[config.mk]
export PLATFORM = sky130hd
export DESIGN_NAME = oss_switch
export DESIGN_NICKNAME = d
export VERILOG_FILES = /design/src/common/oss_pkg.sv /design/src/rtl/oss_sync.sv /design/src/rtl/oss_switch.sv
export SDC_FILE = /design/constraint.sdc
export NUM_CORES = 1
export LEC_CHECK = 0
export ABC_AREA = 1
export BUFFER_PORTS_ARGS = -buffer_cell sky130_fd_sc_hd__buf_4
export CORE_MARGIN = 1.5
export CORE_UTILIZATION = 50
export DETAILED_ROUTE_END_ITERATION = 8
export GPL_TIMING_DRIVEN = 0
export MAX_ROUTING_LAYER = met4
export PLACE_DENSITY = 0.76
export SKIP_CTS_REPAIR_TIMING = 1
export SLEW_MARGIN = 30
export SYNTH_ARGS = -nofsm -noshare
export SYNTH_HDL_FRONTEND = slang
export SYNTH_SLANG_ARGS = --single-unit
[constraint.sdc]
create_clock -name SYS_CLK_I -period 2.8 [get_ports SYS_CLK_I]
set_input_delay 0 -clock SYS_CLK_I [delete_from_list [all_inputs] [get_ports SYS_CLK_I]]
set_output_delay 0 -clock SYS_CLK_I [all_outputs]
set_load 0.02 [all_outputs]
[src/common/oss_pkg.sv]
// constants and types shared by the oscillator source switch
`default_nettype none
package oss_pkg;
  // ****************************************************************
  // register port
  // ****************************************************************
  localparam int unsigned  OSS_ADDR_W       = 4;
  localparam int unsigned  OSS_DATA_W       = 16;
  localparam logic [3:0]   OSS_ADDR_CONTROL = 4'h0;
  localparam logic [3:0]   OSS_ADDR_UNLOCK  = 4'h1;
  // unlock keys, values of our own
  localparam logic [15:0]  OSS_KEY_FIRST    = 16'h5a5a;
  localparam logic [15:0]  OSS_KEY_SECOND   = 16'ha5a5;
  // ****************************************************************
  // oscillator_control field positions, then the permit bit of switch_monitor
  // ****************************************************************
  localparam int unsigned  OSS_CUR_LO   = 12;
  localparam int unsigned  OSS_NEXT_LO  = 8;
  localparam int unsigned  OSS_SEL_LOCK = 7;
  localparam int unsigned  OSS_PIN_LOCK = 6;
  localparam int unsigned  OSS_PLL_LOCK = 5;
  localparam int unsigned  OSS_FAIL     = 3;
  localparam int unsigned  OSS_KEEP     = 2;
  localparam int unsigned  OSS_SEC_EN   = 1;
  localparam int unsigned  OSS_REQ      = 0;
  localparam int unsigned  OSS_PERMIT   = 1;
  // ****************************************************************
  // source and primary mode codes
  // ****************************************************************
  localparam logic [2:0]   OSS_SRC_FRC      = 3'h0;
  localparam logic [2:0]   OSS_SRC_FRC_PLL  = 3'h1;
  localparam logic [2:0]   OSS_SRC_PRI      = 3'h2;
  localparam logic [2:0]   OSS_SRC_PRI_PLL  = 3'h3;
  localparam logic [2:0]   OSS_SRC_SEC      = 3'h4;
  localparam logic [2:0]   OSS_SRC_LOW_POWER_INTERNAL_RC     = 3'h5;
  localparam logic [2:0]   OSS_SRC_RSVD     = 3'h6;
  localparam logic [2:0]   OSS_SRC_FRC_DIV  = 3'h7;
  localparam logic [1:0]   OSS_PM_EXT       = 2'h0;
  localparam logic [1:0]   OSS_PM_STD       = 2'h1;
  localparam logic [1:0]   OSS_PM_HS        = 2'h2;
  localparam logic [1:0]   OSS_PM_OFF       = 2'h3;
  // ****************************************************************
  // reset values and unlock states
  // ****************************************************************
  localparam logic [2:0]   OSS_RST_CURRENT  = OSS_SRC_FRC_DIV;
  localparam logic [1:0]   OSS_RST_UNLOCK   = 2'h0;
  localparam logic [1:0]   OSS_UNLOCK_HALF  = 2'h1;
  localparam logic [1:0]   OSS_UNLOCK_OPEN  = 2'h2;
  // ****************************************************************
  // types
  // ****************************************************************
  typedef enum logic [1:0] {
    OSS_IDLE   = 2'b00,
    OSS_WAIT   = 2'b01,
    OSS_CHANGE = 2'b11,
    OSS_DONE   = 2'b10
  } oss_state_t;
  typedef struct packed {
    logic [1:0] switch_monitor;
    logic [1:0] primary_mode;
    logic [2:0] initial_source;
    logic       output_pin_use;
  } oss_cfg_t;
  typedef struct packed {
    logic pri_ready;
    logic sec_ready;
    logic low_power_internal_rc_ready;
    logic frc_ready;
    logic pll_lock;
    logic fail;
  } oss_status_t;
  localparam int unsigned  OSS_STAT_W = $bits(oss_status_t);
endpackage
`default_nettype wire

[src/rtl/oss_sync.sv]
// two-flop synchroniser for the analog oscillator status lines
`default_nettype none
module oss_sync
  import oss_pkg::*;
(
  input  wire logic                  clk_i,
  input  wire logic                  rst_i,
  input  wire logic [OSS_STAT_W-1:0] async_i,
  output logic      [OSS_STAT_W-1:0] sync_o
);
  // ****************************************************************
  // one pair of flops per line
  // ****************************************************************
  logic [OSS_STAT_W-1:0] meta;
  genvar g;
  generate
    for (g = 0; g < OSS_STAT_W; g++) begin : g_bit
      always_ff @(posedge clk_i) begin
        if (rst_i) begin
          meta[g]   <= 1'b0;
          sync_o[g] <= 1'b0;
        end else begin
          meta[g]   <= async_i[g];
          sync_o[g] <= meta[g];
        end
      end
    end
  endgenerate
endmodule
`default_nettype wire

[src/rtl/oss_switch.sv]
// oscillator source selection, switch sequencing and control register
`default_nettype none
// Operation
// - only primary and fast rc use pll
// - fast rc postscaler may divide source
// - instruction clock is oscillator clock over two
// - start-up source from configuration, default 111/11
// - eight-way source code decode
// - primary mode selects crystal flavour
// - software switch requests permitted only when permit bit zero; start-up switch always runs
// - failure monitor active only with 00
// - primary off makes input pin digital
// - output pin carries clock or gpio with primary off or external
// - current source starts divided rc, auto-switches
// - next source loads from initial configuration
// - control writes need unlock sequence first
// - selection lock bit is sticky and read back, blocks no switch
// - pin select lock only gates pin select
// - pll lock flag set, cleared, masked
// - clock fail flag readable, clearable, switch-cleared
// - keep bit holds primary running in sleep
// - secondary enable bit runs secondary oscillator
// - switch request cleared after switch or fallback
// - current field 14:12, next field 10:8
module oss_switch
  import oss_pkg::*;
(
  input  wire logic                  SYS_CLK_I,
  input  wire logic                  RST_I,
  input  wire logic [OSS_ADDR_W-1:0] ADDR_I,
  input  wire logic [OSS_DATA_W-1:0] WDATA_I,
  input  wire logic                  WR_I,
  input  wire logic                  RD_I,
  output logic      [OSS_DATA_W-1:0] RDATA_O,
  input  wire oss_cfg_t              CONFIG_I,
  input  wire logic [OSS_STAT_W-1:0] OSC_STATUS_I,
  input  wire logic                  SLEEP_I,
  output logic      [2:0]            ACTIVE_SOURCE_O,
  output logic                       PLL_EN_O,
  output logic                       FRC_DIV_EN_O,
  output logic                       INSTR_CLK_EN_O,
  output logic                       PRI_OSC_EN_O,
  output logic                       PRI_HIGH_GAIN_O,
  output logic                       PRI_FEEDBACK_EN_O,
  output logic                       SEC_OSC_EN_O,
  output logic                       PRI_IN_DIGITAL_O,
  output logic                       PRI_OUT_CLOCK_O,
  output logic                       PRI_OUT_GPIO_O,
  output logic                       PIN_SELECT_LOCK_O,
  output logic                       SWITCH_BUSY_O
);

  // ****************************************************************
  // decode helpers
  // ****************************************************************
  function automatic logic uses_pll(input logic [2:0] src);
    uses_pll = (src == OSS_SRC_FRC_PLL) || (src == OSS_SRC_PRI_PLL);
  endfunction

  function automatic logic src_ready(input logic [2:0]  src,
                                     input oss_status_t st);
    case (src)
      OSS_SRC_FRC, OSS_SRC_FRC_DIV: src_ready = st.frc_ready;
      OSS_SRC_FRC_PLL: src_ready = st.frc_ready & st.pll_lock;
      OSS_SRC_PRI:     src_ready = st.pri_ready;
      OSS_SRC_PRI_PLL: src_ready = st.pri_ready & st.pll_lock;
      OSS_SRC_SEC:     src_ready = st.sec_ready;
      OSS_SRC_LOW_POWER_INTERNAL_RC:    src_ready = st.low_power_internal_rc_ready;
      default:         src_ready = 1'b0;
    endcase
  endfunction

  // ****************************************************************
  // status synchroniser
  // ****************************************************************
  logic [OSS_STAT_W-1:0] status_sync;
  oss_status_t           st;

  oss_sync u_sync (
    .clk_i   (SYS_CLK_I),
    .rst_i   (RST_I),
    .async_i (OSC_STATUS_I),
    .sync_o  (status_sync)
  );
  assign st = oss_status_t'(status_sync);

  // ****************************************************************
  // state
  // ****************************************************************
  oss_cfg_t   cfg;
  oss_state_t state,        next_state;
  logic [2:0] cur_src,      next_cur_src;
  logic [2:0] nxt_src,      next_nxt_src;
  logic [2:0] target,       next_target;
  logic       auto_pending, next_auto_pending;
  logic       sel_lock,     next_sel_lock;
  logic       pin_lock,     next_pin_lock;
  logic       pll_flag,     next_pll_flag;
  logic       fail_flag,    next_fail_flag;
  logic       keep_bit,     next_keep_bit;
  logic       sec_bit,      next_sec_bit;
  logic       req_bit,      next_req_bit;
  logic [1:0] unlock,       next_unlock;
  logic       fail_q;
  logic       instr_phase;

  logic       ctl_wr;
  logic       ctl_ok;
  logic       permit;
  logic       monitor_on;
  logic       fail_evt;
  logic       start;
  logic [2:0] start_src;
  logic [15:0] ctl_word;

  always_comb begin
    ctl_wr     = WR_I && (ADDR_I == OSS_ADDR_CONTROL);
    ctl_ok     = ctl_wr && (unlock == OSS_UNLOCK_OPEN);
    permit     = ~cfg.switch_monitor[OSS_PERMIT];
    monitor_on = (cfg.switch_monitor == 2'h0);
    fail_evt   = monitor_on && st.fail && !fail_q;
    start      = (state == OSS_IDLE) && (auto_pending || (req_bit && permit));
    start_src  = auto_pending ? cfg.initial_source : nxt_src;
    ctl_word   = 16'h0;
    ctl_word[OSS_CUR_LO +: 3]  = cur_src;
    ctl_word[OSS_NEXT_LO +: 3] = nxt_src;
    ctl_word[OSS_SEL_LOCK]     = sel_lock;
    ctl_word[OSS_PIN_LOCK]     = pin_lock;
    ctl_word[OSS_PLL_LOCK]     = pll_flag & uses_pll(cur_src);
    ctl_word[OSS_FAIL]         = fail_flag;
    ctl_word[OSS_KEEP]         = keep_bit;
    ctl_word[OSS_SEC_EN]       = sec_bit;
    ctl_word[OSS_REQ]          = req_bit;
  end

  // ****************************************************************
  // unlock sequence and control register
  // ****************************************************************
  always_comb begin
    next_unlock = unlock;
    if (WR_I) begin
      if (ADDR_I == OSS_ADDR_UNLOCK) begin
        if (WDATA_I == OSS_KEY_FIRST)
          next_unlock = OSS_UNLOCK_HALF;
        else if (unlock == OSS_UNLOCK_HALF && WDATA_I == OSS_KEY_SECOND)
          next_unlock = OSS_UNLOCK_OPEN;
        else
          next_unlock = OSS_RST_UNLOCK;
      end else begin
        // one control write per unlock, any other write re-arms
        next_unlock = OSS_RST_UNLOCK;
      end
    end
  end

  always_comb begin
    next_state        = state;
    next_cur_src      = cur_src;
    next_nxt_src      = nxt_src;
    next_target       = target;
    next_auto_pending = auto_pending;
    next_sel_lock     = sel_lock;
    next_pin_lock     = pin_lock;
    next_pll_flag     = pll_flag;
    next_fail_flag    = fail_flag;
    next_keep_bit     = keep_bit;
    next_sec_bit      = sec_bit;
    next_req_bit      = req_bit;
    // software side first, hardware events below override
    if (ctl_ok) begin
      next_nxt_src  = WDATA_I[OSS_NEXT_LO +: 3];
      next_sel_lock = sel_lock | WDATA_I[OSS_SEL_LOCK];
      next_pin_lock = WDATA_I[OSS_PIN_LOCK];
      next_keep_bit = WDATA_I[OSS_KEEP];
      next_sec_bit  = WDATA_I[OSS_SEC_EN];
      if (!WDATA_I[OSS_FAIL])
        next_fail_flag = 1'b0;
    end
    if (st.pll_lock && uses_pll(cur_src))
      next_pll_flag = 1'b1;
    if (fail_evt) begin
      // fast rc is always there, so fallback needs no wait
      next_cur_src      = OSS_SRC_FRC;
      next_fail_flag    = 1'b1;
      next_req_bit      = 1'b0;
      next_auto_pending = 1'b0;
      next_pll_flag     = 1'b0;
      next_state        = OSS_IDLE;
    end else begin
      case (state)
        OSS_IDLE: begin
          if (start) begin
            if (start_src == cur_src || start_src == OSS_SRC_RSVD) begin
              next_req_bit      = 1'b0;
              next_auto_pending = 1'b0;
            end else begin
              next_target    = start_src;
              next_pll_flag  = 1'b0;
              next_fail_flag = 1'b0;
              next_state     = OSS_WAIT;
            end
          end
        end
        OSS_WAIT: begin
          // old source keeps running meanwhile
          if (src_ready(target, st))
            next_state = OSS_CHANGE;
        end
        OSS_CHANGE: begin
          next_cur_src = target;
          next_state   = OSS_DONE;
        end
        OSS_DONE: begin
          next_req_bit      = 1'b0;
          next_auto_pending = 1'b0;
          next_state        = OSS_IDLE;
        end
        default: next_state = OSS_IDLE;
      endcase
    end
    // a fresh request in the clearing cycle is kept
    if (ctl_ok && WDATA_I[OSS_REQ])
      next_req_bit = 1'b1;
  end

  always_ff @(posedge SYS_CLK_I) begin
    if (RST_I) begin
      // fuses are sampled while reset is held
      cfg          <= CONFIG_I;
      state        <= OSS_IDLE;
      cur_src      <= OSS_RST_CURRENT;
      nxt_src      <= CONFIG_I.initial_source;
      target       <= OSS_RST_CURRENT;
      auto_pending <= 1'b1;
      sel_lock     <= 1'b0;
      pin_lock     <= 1'b0;
      pll_flag     <= 1'b0;
      fail_flag    <= 1'b0;
      keep_bit     <= 1'b0;
      sec_bit      <= 1'b0;
      req_bit      <= 1'b0;
      unlock       <= OSS_RST_UNLOCK;
      fail_q       <= 1'b0;
    end else begin
      state        <= next_state;
      cur_src      <= next_cur_src;
      nxt_src      <= next_nxt_src;
      target       <= next_target;
      auto_pending <= next_auto_pending;
      sel_lock     <= next_sel_lock;
      pin_lock     <= next_pin_lock;
      pll_flag     <= next_pll_flag;
      fail_flag    <= next_fail_flag;
      keep_bit     <= next_keep_bit;
      sec_bit      <= next_sec_bit;
      req_bit      <= next_req_bit;
      unlock       <= next_unlock;
      fail_q       <= st.fail;
    end
  end

  // ****************************************************************
  // registered outputs
  // ****************************************************************
  logic [15:0] next_rdata;
  logic        next_pll_en;
  logic        next_pri_en;
  logic        pri_used;
  logic        pin_share;

  always_comb begin
    next_rdata = 16'h0;
    if (RD_I && ADDR_I == OSS_ADDR_CONTROL)
      next_rdata = ctl_word;
    else if (RD_I && ADDR_I == OSS_ADDR_UNLOCK)
      next_rdata = {14'h0, unlock};
    // pll only for fast rc and primary branches
    next_pll_en = uses_pll(cur_src) ||
                  (state != OSS_IDLE && uses_pll(target));
    pri_used    = (cur_src == OSS_SRC_PRI) || (cur_src == OSS_SRC_PRI_PLL) ||
                  (state != OSS_IDLE &&
                   (target == OSS_SRC_PRI || target == OSS_SRC_PRI_PLL));
    next_pri_en = pri_used && (!SLEEP_I || keep_bit);
    pin_share   = (cfg.primary_mode == OSS_PM_OFF) ||
                  (cfg.primary_mode == OSS_PM_EXT);
  end

  always_ff @(posedge SYS_CLK_I) begin
    if (RST_I) begin
      RDATA_O           <= 16'h0;
      ACTIVE_SOURCE_O   <= OSS_RST_CURRENT;
      PLL_EN_O          <= 1'b0;
      FRC_DIV_EN_O      <= 1'b0;
      instr_phase       <= 1'b0;
      INSTR_CLK_EN_O    <= 1'b0;
      PRI_OSC_EN_O      <= 1'b0;
      PRI_HIGH_GAIN_O   <= 1'b0;
      PRI_FEEDBACK_EN_O <= 1'b0;
      SEC_OSC_EN_O      <= 1'b0;
      PRI_IN_DIGITAL_O  <= 1'b0;
      PRI_OUT_CLOCK_O   <= 1'b0;
      PRI_OUT_GPIO_O    <= 1'b0;
      PIN_SELECT_LOCK_O <= 1'b0;
      SWITCH_BUSY_O     <= 1'b0;
    end else begin
      RDATA_O           <= next_rdata;
      ACTIVE_SOURCE_O   <= cur_src;
      PLL_EN_O          <= next_pll_en;
      FRC_DIV_EN_O      <= (cur_src == OSS_SRC_FRC_DIV) ||
                           (cur_src == OSS_SRC_FRC_PLL);
      instr_phase       <= ~instr_phase;
      INSTR_CLK_EN_O    <= instr_phase;
      PRI_OSC_EN_O      <= next_pri_en;
      PRI_HIGH_GAIN_O   <= (cfg.primary_mode == OSS_PM_HS);
      PRI_FEEDBACK_EN_O <= (cfg.primary_mode == OSS_PM_HS) ||
                           (cfg.primary_mode == OSS_PM_STD);
      SEC_OSC_EN_O      <= sec_bit || (cur_src == OSS_SRC_SEC);
      PRI_IN_DIGITAL_O  <= (cfg.primary_mode == OSS_PM_OFF);
      PRI_OUT_CLOCK_O   <= pin_share && cfg.output_pin_use;
      PRI_OUT_GPIO_O    <= pin_share && !cfg.output_pin_use;
      PIN_SELECT_LOCK_O <= pin_lock;
      SWITCH_BUSY_O     <= (next_state != OSS_IDLE);
    end
  end
endmodule
`default_nettype wire

Word-level counts from Yosys, hierarchy flattened
Cells that the tools add are included.
{ "totals": {"register_bits": 74, "inputBits": 39, "out_inout_bits": 31, "elab_cells": 164} }
{ "classes": {"n_eq_ne": 28, "mux": 33, "bitwise": 8, "n_reduce_logical": 49} }
{ "ops": {"columns": ["cell", "n"], "rows": [
  ["3-bit equality test (second input constant)", 6],
  ["16-bit by 15-bit equality test with 1-bit output (second input constant)", 1],
  ["16-bit equality test (second input constant)", 1],
  ["1-bit logical AND", 16],
  ["1-bit two-way mux", 16],
  ["2-bit two-way mux", 8],
  ["15-bit two-way mux", 1],
  ["3-bit two-way mux", 5],
  ["1-bit logical OR", 13],
  ["3-bit by 2-bit equality test with 1-bit output (second input constant)", 4],
  ["2-bit equality test (second input constant)", 5],
  ["2-bit one-hot mux with 4 select lines", 1],
  ["2-bit nonzero test", 4],
  ["2-bit by 1-bit equality test with 1-bit output (second input constant)", 3],
  ["3-bit by 1-bit equality test with 1-bit output (second input constant)", 2],
  ["2-bit zero test", 3],
  ["1-bit one-hot mux with 6 select lines", 1],
  ["3-bit AND reduction", 2],
  ["2-bit OR reduction", 3],
  ["4-bit by 1-bit equality test with 1-bit output (second input constant)", 1],
  ["4-bit zero test", 1],
  ["4-bit by 2-bit inequality test with 1-bit output (second input constant)", 1],
  ["4-bit by 3-bit inequality test with 1-bit output (second input constant)", 1],
  ["1-bit inverter", 4],
  ["11 further kinds", 15]
]} }

Logic depth before layout (Yosys ltp)
{ "depth": {"ltp_word": 9, "depth_mapped": 11, "mapped_depth_nobuf": 11} }

Hierarchy
Synthesis repeated with hierarchy kept, for this count alone.
{ "hier_totals": {"hier_cells": 315, "hier_area_um2": 2668.8} }
{ "by_module_without_submodules": {"columns": ["module", "instances", "cells_per_inst", "area_per_inst_um2", "seq_area_each_um2"], "rows": [
  ["oss_switch", 1, 278, 2327.2, 1291.2],
  ["oss_sync", 1, 37, 341.6, 240.2]
]} }

Worst setup path after synthesis
OpenSTA, ideal clock, no wires.
{ "synth_path": {"path_type": "register to register", "startpoint": "register unlock[1]", "endpoint": "register nxt_src[0], enable pin", "setup_ns": 0.303, "t_arrival_ns": 0.963, "t_required_ns": 2.497, "slack_ns": 1.535, "path_stages_with_launch": 5, "period_less_slack_ns": 1.265, "path_cell_list": "dfxtp_1 > inv_1 > nor4_4 > inv_2 > nand2_1"} }
{ "synth_via": {"elab_chain_len": 3} }
{ "synth_rtl": {"columns": ["item", "line_no", "rtl"], "rows": [
  ["start, declared", "oss_switch.sv:103", "logic [1:0] unlock, next_unlock;"],
  ["start signal, assigned", "oss_switch.sv:257", "unlock <= next_unlock;"],
  ["2-bit equality test", "oss_switch.sv:118", "ctl_ok = ctl_wr && (unlock == OSS_UNLOCK_OPEN);"],
  ["1-bit logical AND", "oss_switch.sv:118", null],
  ["2-bit nonzero test (no source line)", null, null],
  ["end signal, assigned", "oss_switch.sv:232", "nxt_src <= CONFIG_I.initial_source;"],
  ["end signal, assigned", "oss_switch.sv:247", "nxt_src <= next_nxt_src;"],
  ["end, declared", "oss_switch.sv:93", "logic [2:0] nxt_src, next_nxt_src;"]
]} }
Every way passes these cells.
A chain may end at the register's enable or synchronous reset.

Worst setup path in the final report
{ "layout_path": {"startpoint": "input RST_I", "endpoint": "register nxt_src[1], enable pin"} }
{ "layout_via": {"elab_chain_len": 1} }
{ "layout_rtl": {"columns": ["item", "line_no", "rtl"], "rows": [
  ["start, declared", "oss_switch.sv:29", "input wire logic RST_I,"],
  ["2-bit nonzero test (no source line)", null, null]
]} }
Every way passes these cells.

==> results list <==
* Part of the total power dissipated in combinational logic: 0.217
- The number of hold violations in the final report came to 1.
* Die height: 76.2 um
- Gate count of the mapped netlist: 315
- Measured along the x axis, the die boundary spans 76.2 um.
* Path category of the worst min-delay check: in2reg
- The slowest stage of the critical path belongs to the cell sky130_fd_sc_hd__dlygate4sd3_1.
* Register area share after synthesis: 0.571
- Timing would allow up to 649 MHz.
- Once placement finished, the instance area stood at 3270 sq um.
* Post-Layout Inst Area: 3740 sq um
* Vias per Instance: 4.64
* Area of the core region: 5140 sq um
* Wire length of the first global-routing pass: 9.45 mm
* NumNets Final: 459
- Combined area of all synthesized cells: 2680 sq um
- In the synthesized netlist the dominant register cell turns out to be sky130_fd_sc_hd__dfxtp_1.
- Number of nets still failing antenna checks after routing: 0
* Violated checks: negative hold slack
- The commonest cells after synthesis are 60 x sky130_fd_sc_hd__dfxtp_1, 55 x sky130_fd_sc_hd__inv_1, 49 x sky130_fd_sc_hd__nand2_1.
- I/O pin count: 70
* Remaining design rule violation count: 0
- Of all nets on the critical path, the largest fanout is 10.
- Part of the total power dissipated in the clock network: 0.343
- No sink is reached through more buffers than the 2 on the longest clock path.
- Adding up every negative setup slack in the final design gives 0 ns.
- The design draws 2670 uW.
* TritonRoute pass-1 iters: 4
- Clock buffer count from CTS: 9
* Initial drt markers: 139
- Fraction of post-synthesis cell area in the top cell type by area: 0.448
- Ys Warns: 0
- The signal on the critical path passes through dlygate4sd3_1 -> buf_4 -> buf_6 -> inv_2 -> clkbuf_1 -> nand2_1.
- Hold timing on the final database bottoms out at a slack of -0.0219 ns.
- Power share of the sequential group: 0.440
- Buffer cell driving the clock tree root: sky130_fd_sc_hd__clkbuf_8
- Static Leakage: 0.00179 uW
- Initial antenna violation count: 0
- At the end of routability-driven placement, the weighted congestion stood at 0.880.
- Among all cell types in the netlist, the one instantiated most often is sky130_fd_sc_hd__dfxtp_1.
- Maximum number of pins on one net before global-route repair: 13
- Cell taking the most area after synthesis: sky130_fd_sc_hd__dfxtp_1
- Total of flip-flops plus latches after synthesis: 71
- Leftover overflow at the end of global routing: 0
- In this run the power spent charging and discharging nets is 765 uW.
- Maximum resistive drop on vdd: 0.433 mV
- Clk slew on worst S/H paths: 0.07 ns
- Starting utilization of the core area: 0.522
- Filler Cell Count: 400
* Number of levels the H-tree was split into: 3
- Startpoint class of the critical path: input port
* Post-layout min period: 1.54 ns
* Post-Synthesis Mean Instance Area: 8.52 sq um
- Number of flops mapped to enable cells by yosys: 11
- Via count of the first global-routing pass: 2132
- FFs w/ async S/R, synth: 0
- Total die area: 5810 sq um
- Run status: complete, but fails checks
- Crit Path Class: in2reg
- Final setup fails: 0
- The internal power of the cells totals 1910 uW.
* Clock latency of the later-clocked register in the worst-skew pair: 0.34 ns
- Clock net sink count: 71
- Number of vias in the routed layout: 2288
- Area growth from synthesis to layout: 39.6%
- Routed wire length: 5.67 mm
- Placed cell count: 453
- Half-perimeter wire length of the detailed placement result: 4.02 mm
- DR WL/cell: 11.5 um
- Fraction of final layout cells with drive strength greater than 1: 0.251
* Clock tree from TritonCTS: built
- Final Max Tran Viols: 0
* Top area cells in the synthesized netlist: sky130_fd_sc_hd__dfxtp_1 45%, sky130_fd_sc_hd__edfxtp_1 12%, sky130_fd_sc_hd__inv_1 7.7%
- The tool flagged a number of max-cap violations equal to 0.
- Final standard cell count with taps included and fillers excluded: 493
- The initialized floorplan defines 26 standard-cell rows.
- Slowest cell delay on critical path: 0.54 ns
- Between clock sinks in the finished design, the worst skew comes to 0.00666 ns.
- Data on the critical path is required at its endpoint by 2.87 ns.
- The repair_antennas step left the layout with diodes totalling 0.
* Total track usage: 0.214
* Pwr per Cell Area: 714 nW/um^2
* RSZ-0062 raised after global routing: false
- STA classifies the critical path endpoint as a flop.
* Sw frac: 0.286
- Input and output buffers added on the ports amount to 66.
* Netlist cell types: 33
* Arrival time at the worst endpoint: 1.61 ns
- Post-route clock period utilization: 0.551
## power by group through the flow
stage                     clock, uW  combinational [uW]  sequential [uW]
after CTS                       928                 553             1180
final                           918                 580             1180
after global routing            989                 654             1190
after floorplan                   0                 377             1210
after detailed placement          0                 550             1200
after global placement            0                 543             1190
## registers in the layout, summed over array words and instances (netlist names), 2 cells and up
name,flops
u_sync.meta,6
ACTIVE_SOURCE_O,3
state,2
nxt_src,3
unlock,2
RDATA_O,13
cur_src,3
cfg,8
u_sync.sync_o,6
target,3
## area by class of cell
| cell class | count | area, sq um | area share |
|---|---|---|---|
| clock inverters | 5 | 78.8 | 0.0211 |
| flip-flops and latches | 71 | 1530 | 0.409 |
| well taps | 70 | 87.6 | 0.0234 |
| clock buffers | 11 | 151 | 0.0404 |
| multi-input cells | 176 | 877 | 0.234 |
| inverters | 61 | 229 | 0.0612 |
| repair buffers | 90 | 736 | 0.197 |
| plain buffers | 9 | 52.6 | 0.0140 |
## logic make-up (layout without fill, tap and decap cells)
| family | count (synthesis) | count (layout) | synth area share |
|---|---|---|---|
| AOI/OAI and AO/OA | 33 | 33 | 0.0723 |
| adders and majority gates | 2 | 2 | 0.00933 |
| buffers and inverters | 70 | 176 | 0.105 |
| DFF | 71 | 71 | 0.571 |
| other | 1 | 3 | 0.00140 |
| and+or+nand+nor | 138 | 138 | 0.241 |
## metrics by stage
stage	utilization	setup WS, ns	hold slack (ns)
final	0.728	1.26	-0.0219
after global routing	0.728	1.13	0.00255
after CTS	0.682	1.35	-0.174
after global placement	0.637	1.38	0.179
after floorplan	-	1.53	0.0986
after detailed placement	0.637	1.36	0.180
## layer usage
| metal | GRT usage | part of all wire |
|---|---|---|
| met1 | 0.256 | 0.45 |
| met2 | 0.342 | 0.48 |
| met3 | 0.0575 | 0.048 |
| met4 | 0.0889 | 0.017 |
| met5 | - | 0 |
## path summary, 6_finish.rpt
check	startpoint	to	slack, ns	cells after the start
max	RST_I	nxt_src[1]	1.26	6
min	WDATA_I[3]	fail_flag	-0.02	3
max reg2reg	cfg[7]	req_bit	1.35	8
min reg2reg	u_sync.meta[5]	u_sync.sync_o[5]	0.40	2
## worst max-delay path: cells and delay by family
family        cells  cell delay, ns
simple gates      1            0.19
buf+inv           5            1.41
## placed cells by master, fill, tap and decap left out, types with 2 or more instances in the layout
cell type                        n
sky130_fd_sc_hd__a21oi_1        10
sky130_fd_sc_hd__buf_4          69
sky130_fd_sc_hd__bufinv_16       2
sky130_fd_sc_hd__clkbuf_1        5
sky130_fd_sc_hd__clkbuf_8       11
sky130_fd_sc_hd__conb_1          3
sky130_fd_sc_hd__dfxtp_1        60
sky130_fd_sc_hd__dlygate4sd3_1  24
sky130_fd_sc_hd__edfxtp_1       11
sky130_fd_sc_hd__ha_1            2
sky130_fd_sc_hd__inv_1          55
sky130_fd_sc_hd__inv_2           6
sky130_fd_sc_hd__nand2_1        49
sky130_fd_sc_hd__nand2_2         7
sky130_fd_sc_hd__nand3_1        15
sky130_fd_sc_hd__nand4_1         8
sky130_fd_sc_hd__nor2_1         46
sky130_fd_sc_hd__nor3_1          2
sky130_fd_sc_hd__nor4_1          4
sky130_fd_sc_hd__o21ai_0         6
sky130_fd_sc_hd__o21ai_1         6
sky130_fd_sc_hd__o22ai_1         3
sky130_fd_sc_hd__o311ai_1        3
No activity file was read; power rests on OpenSTA's default activity.
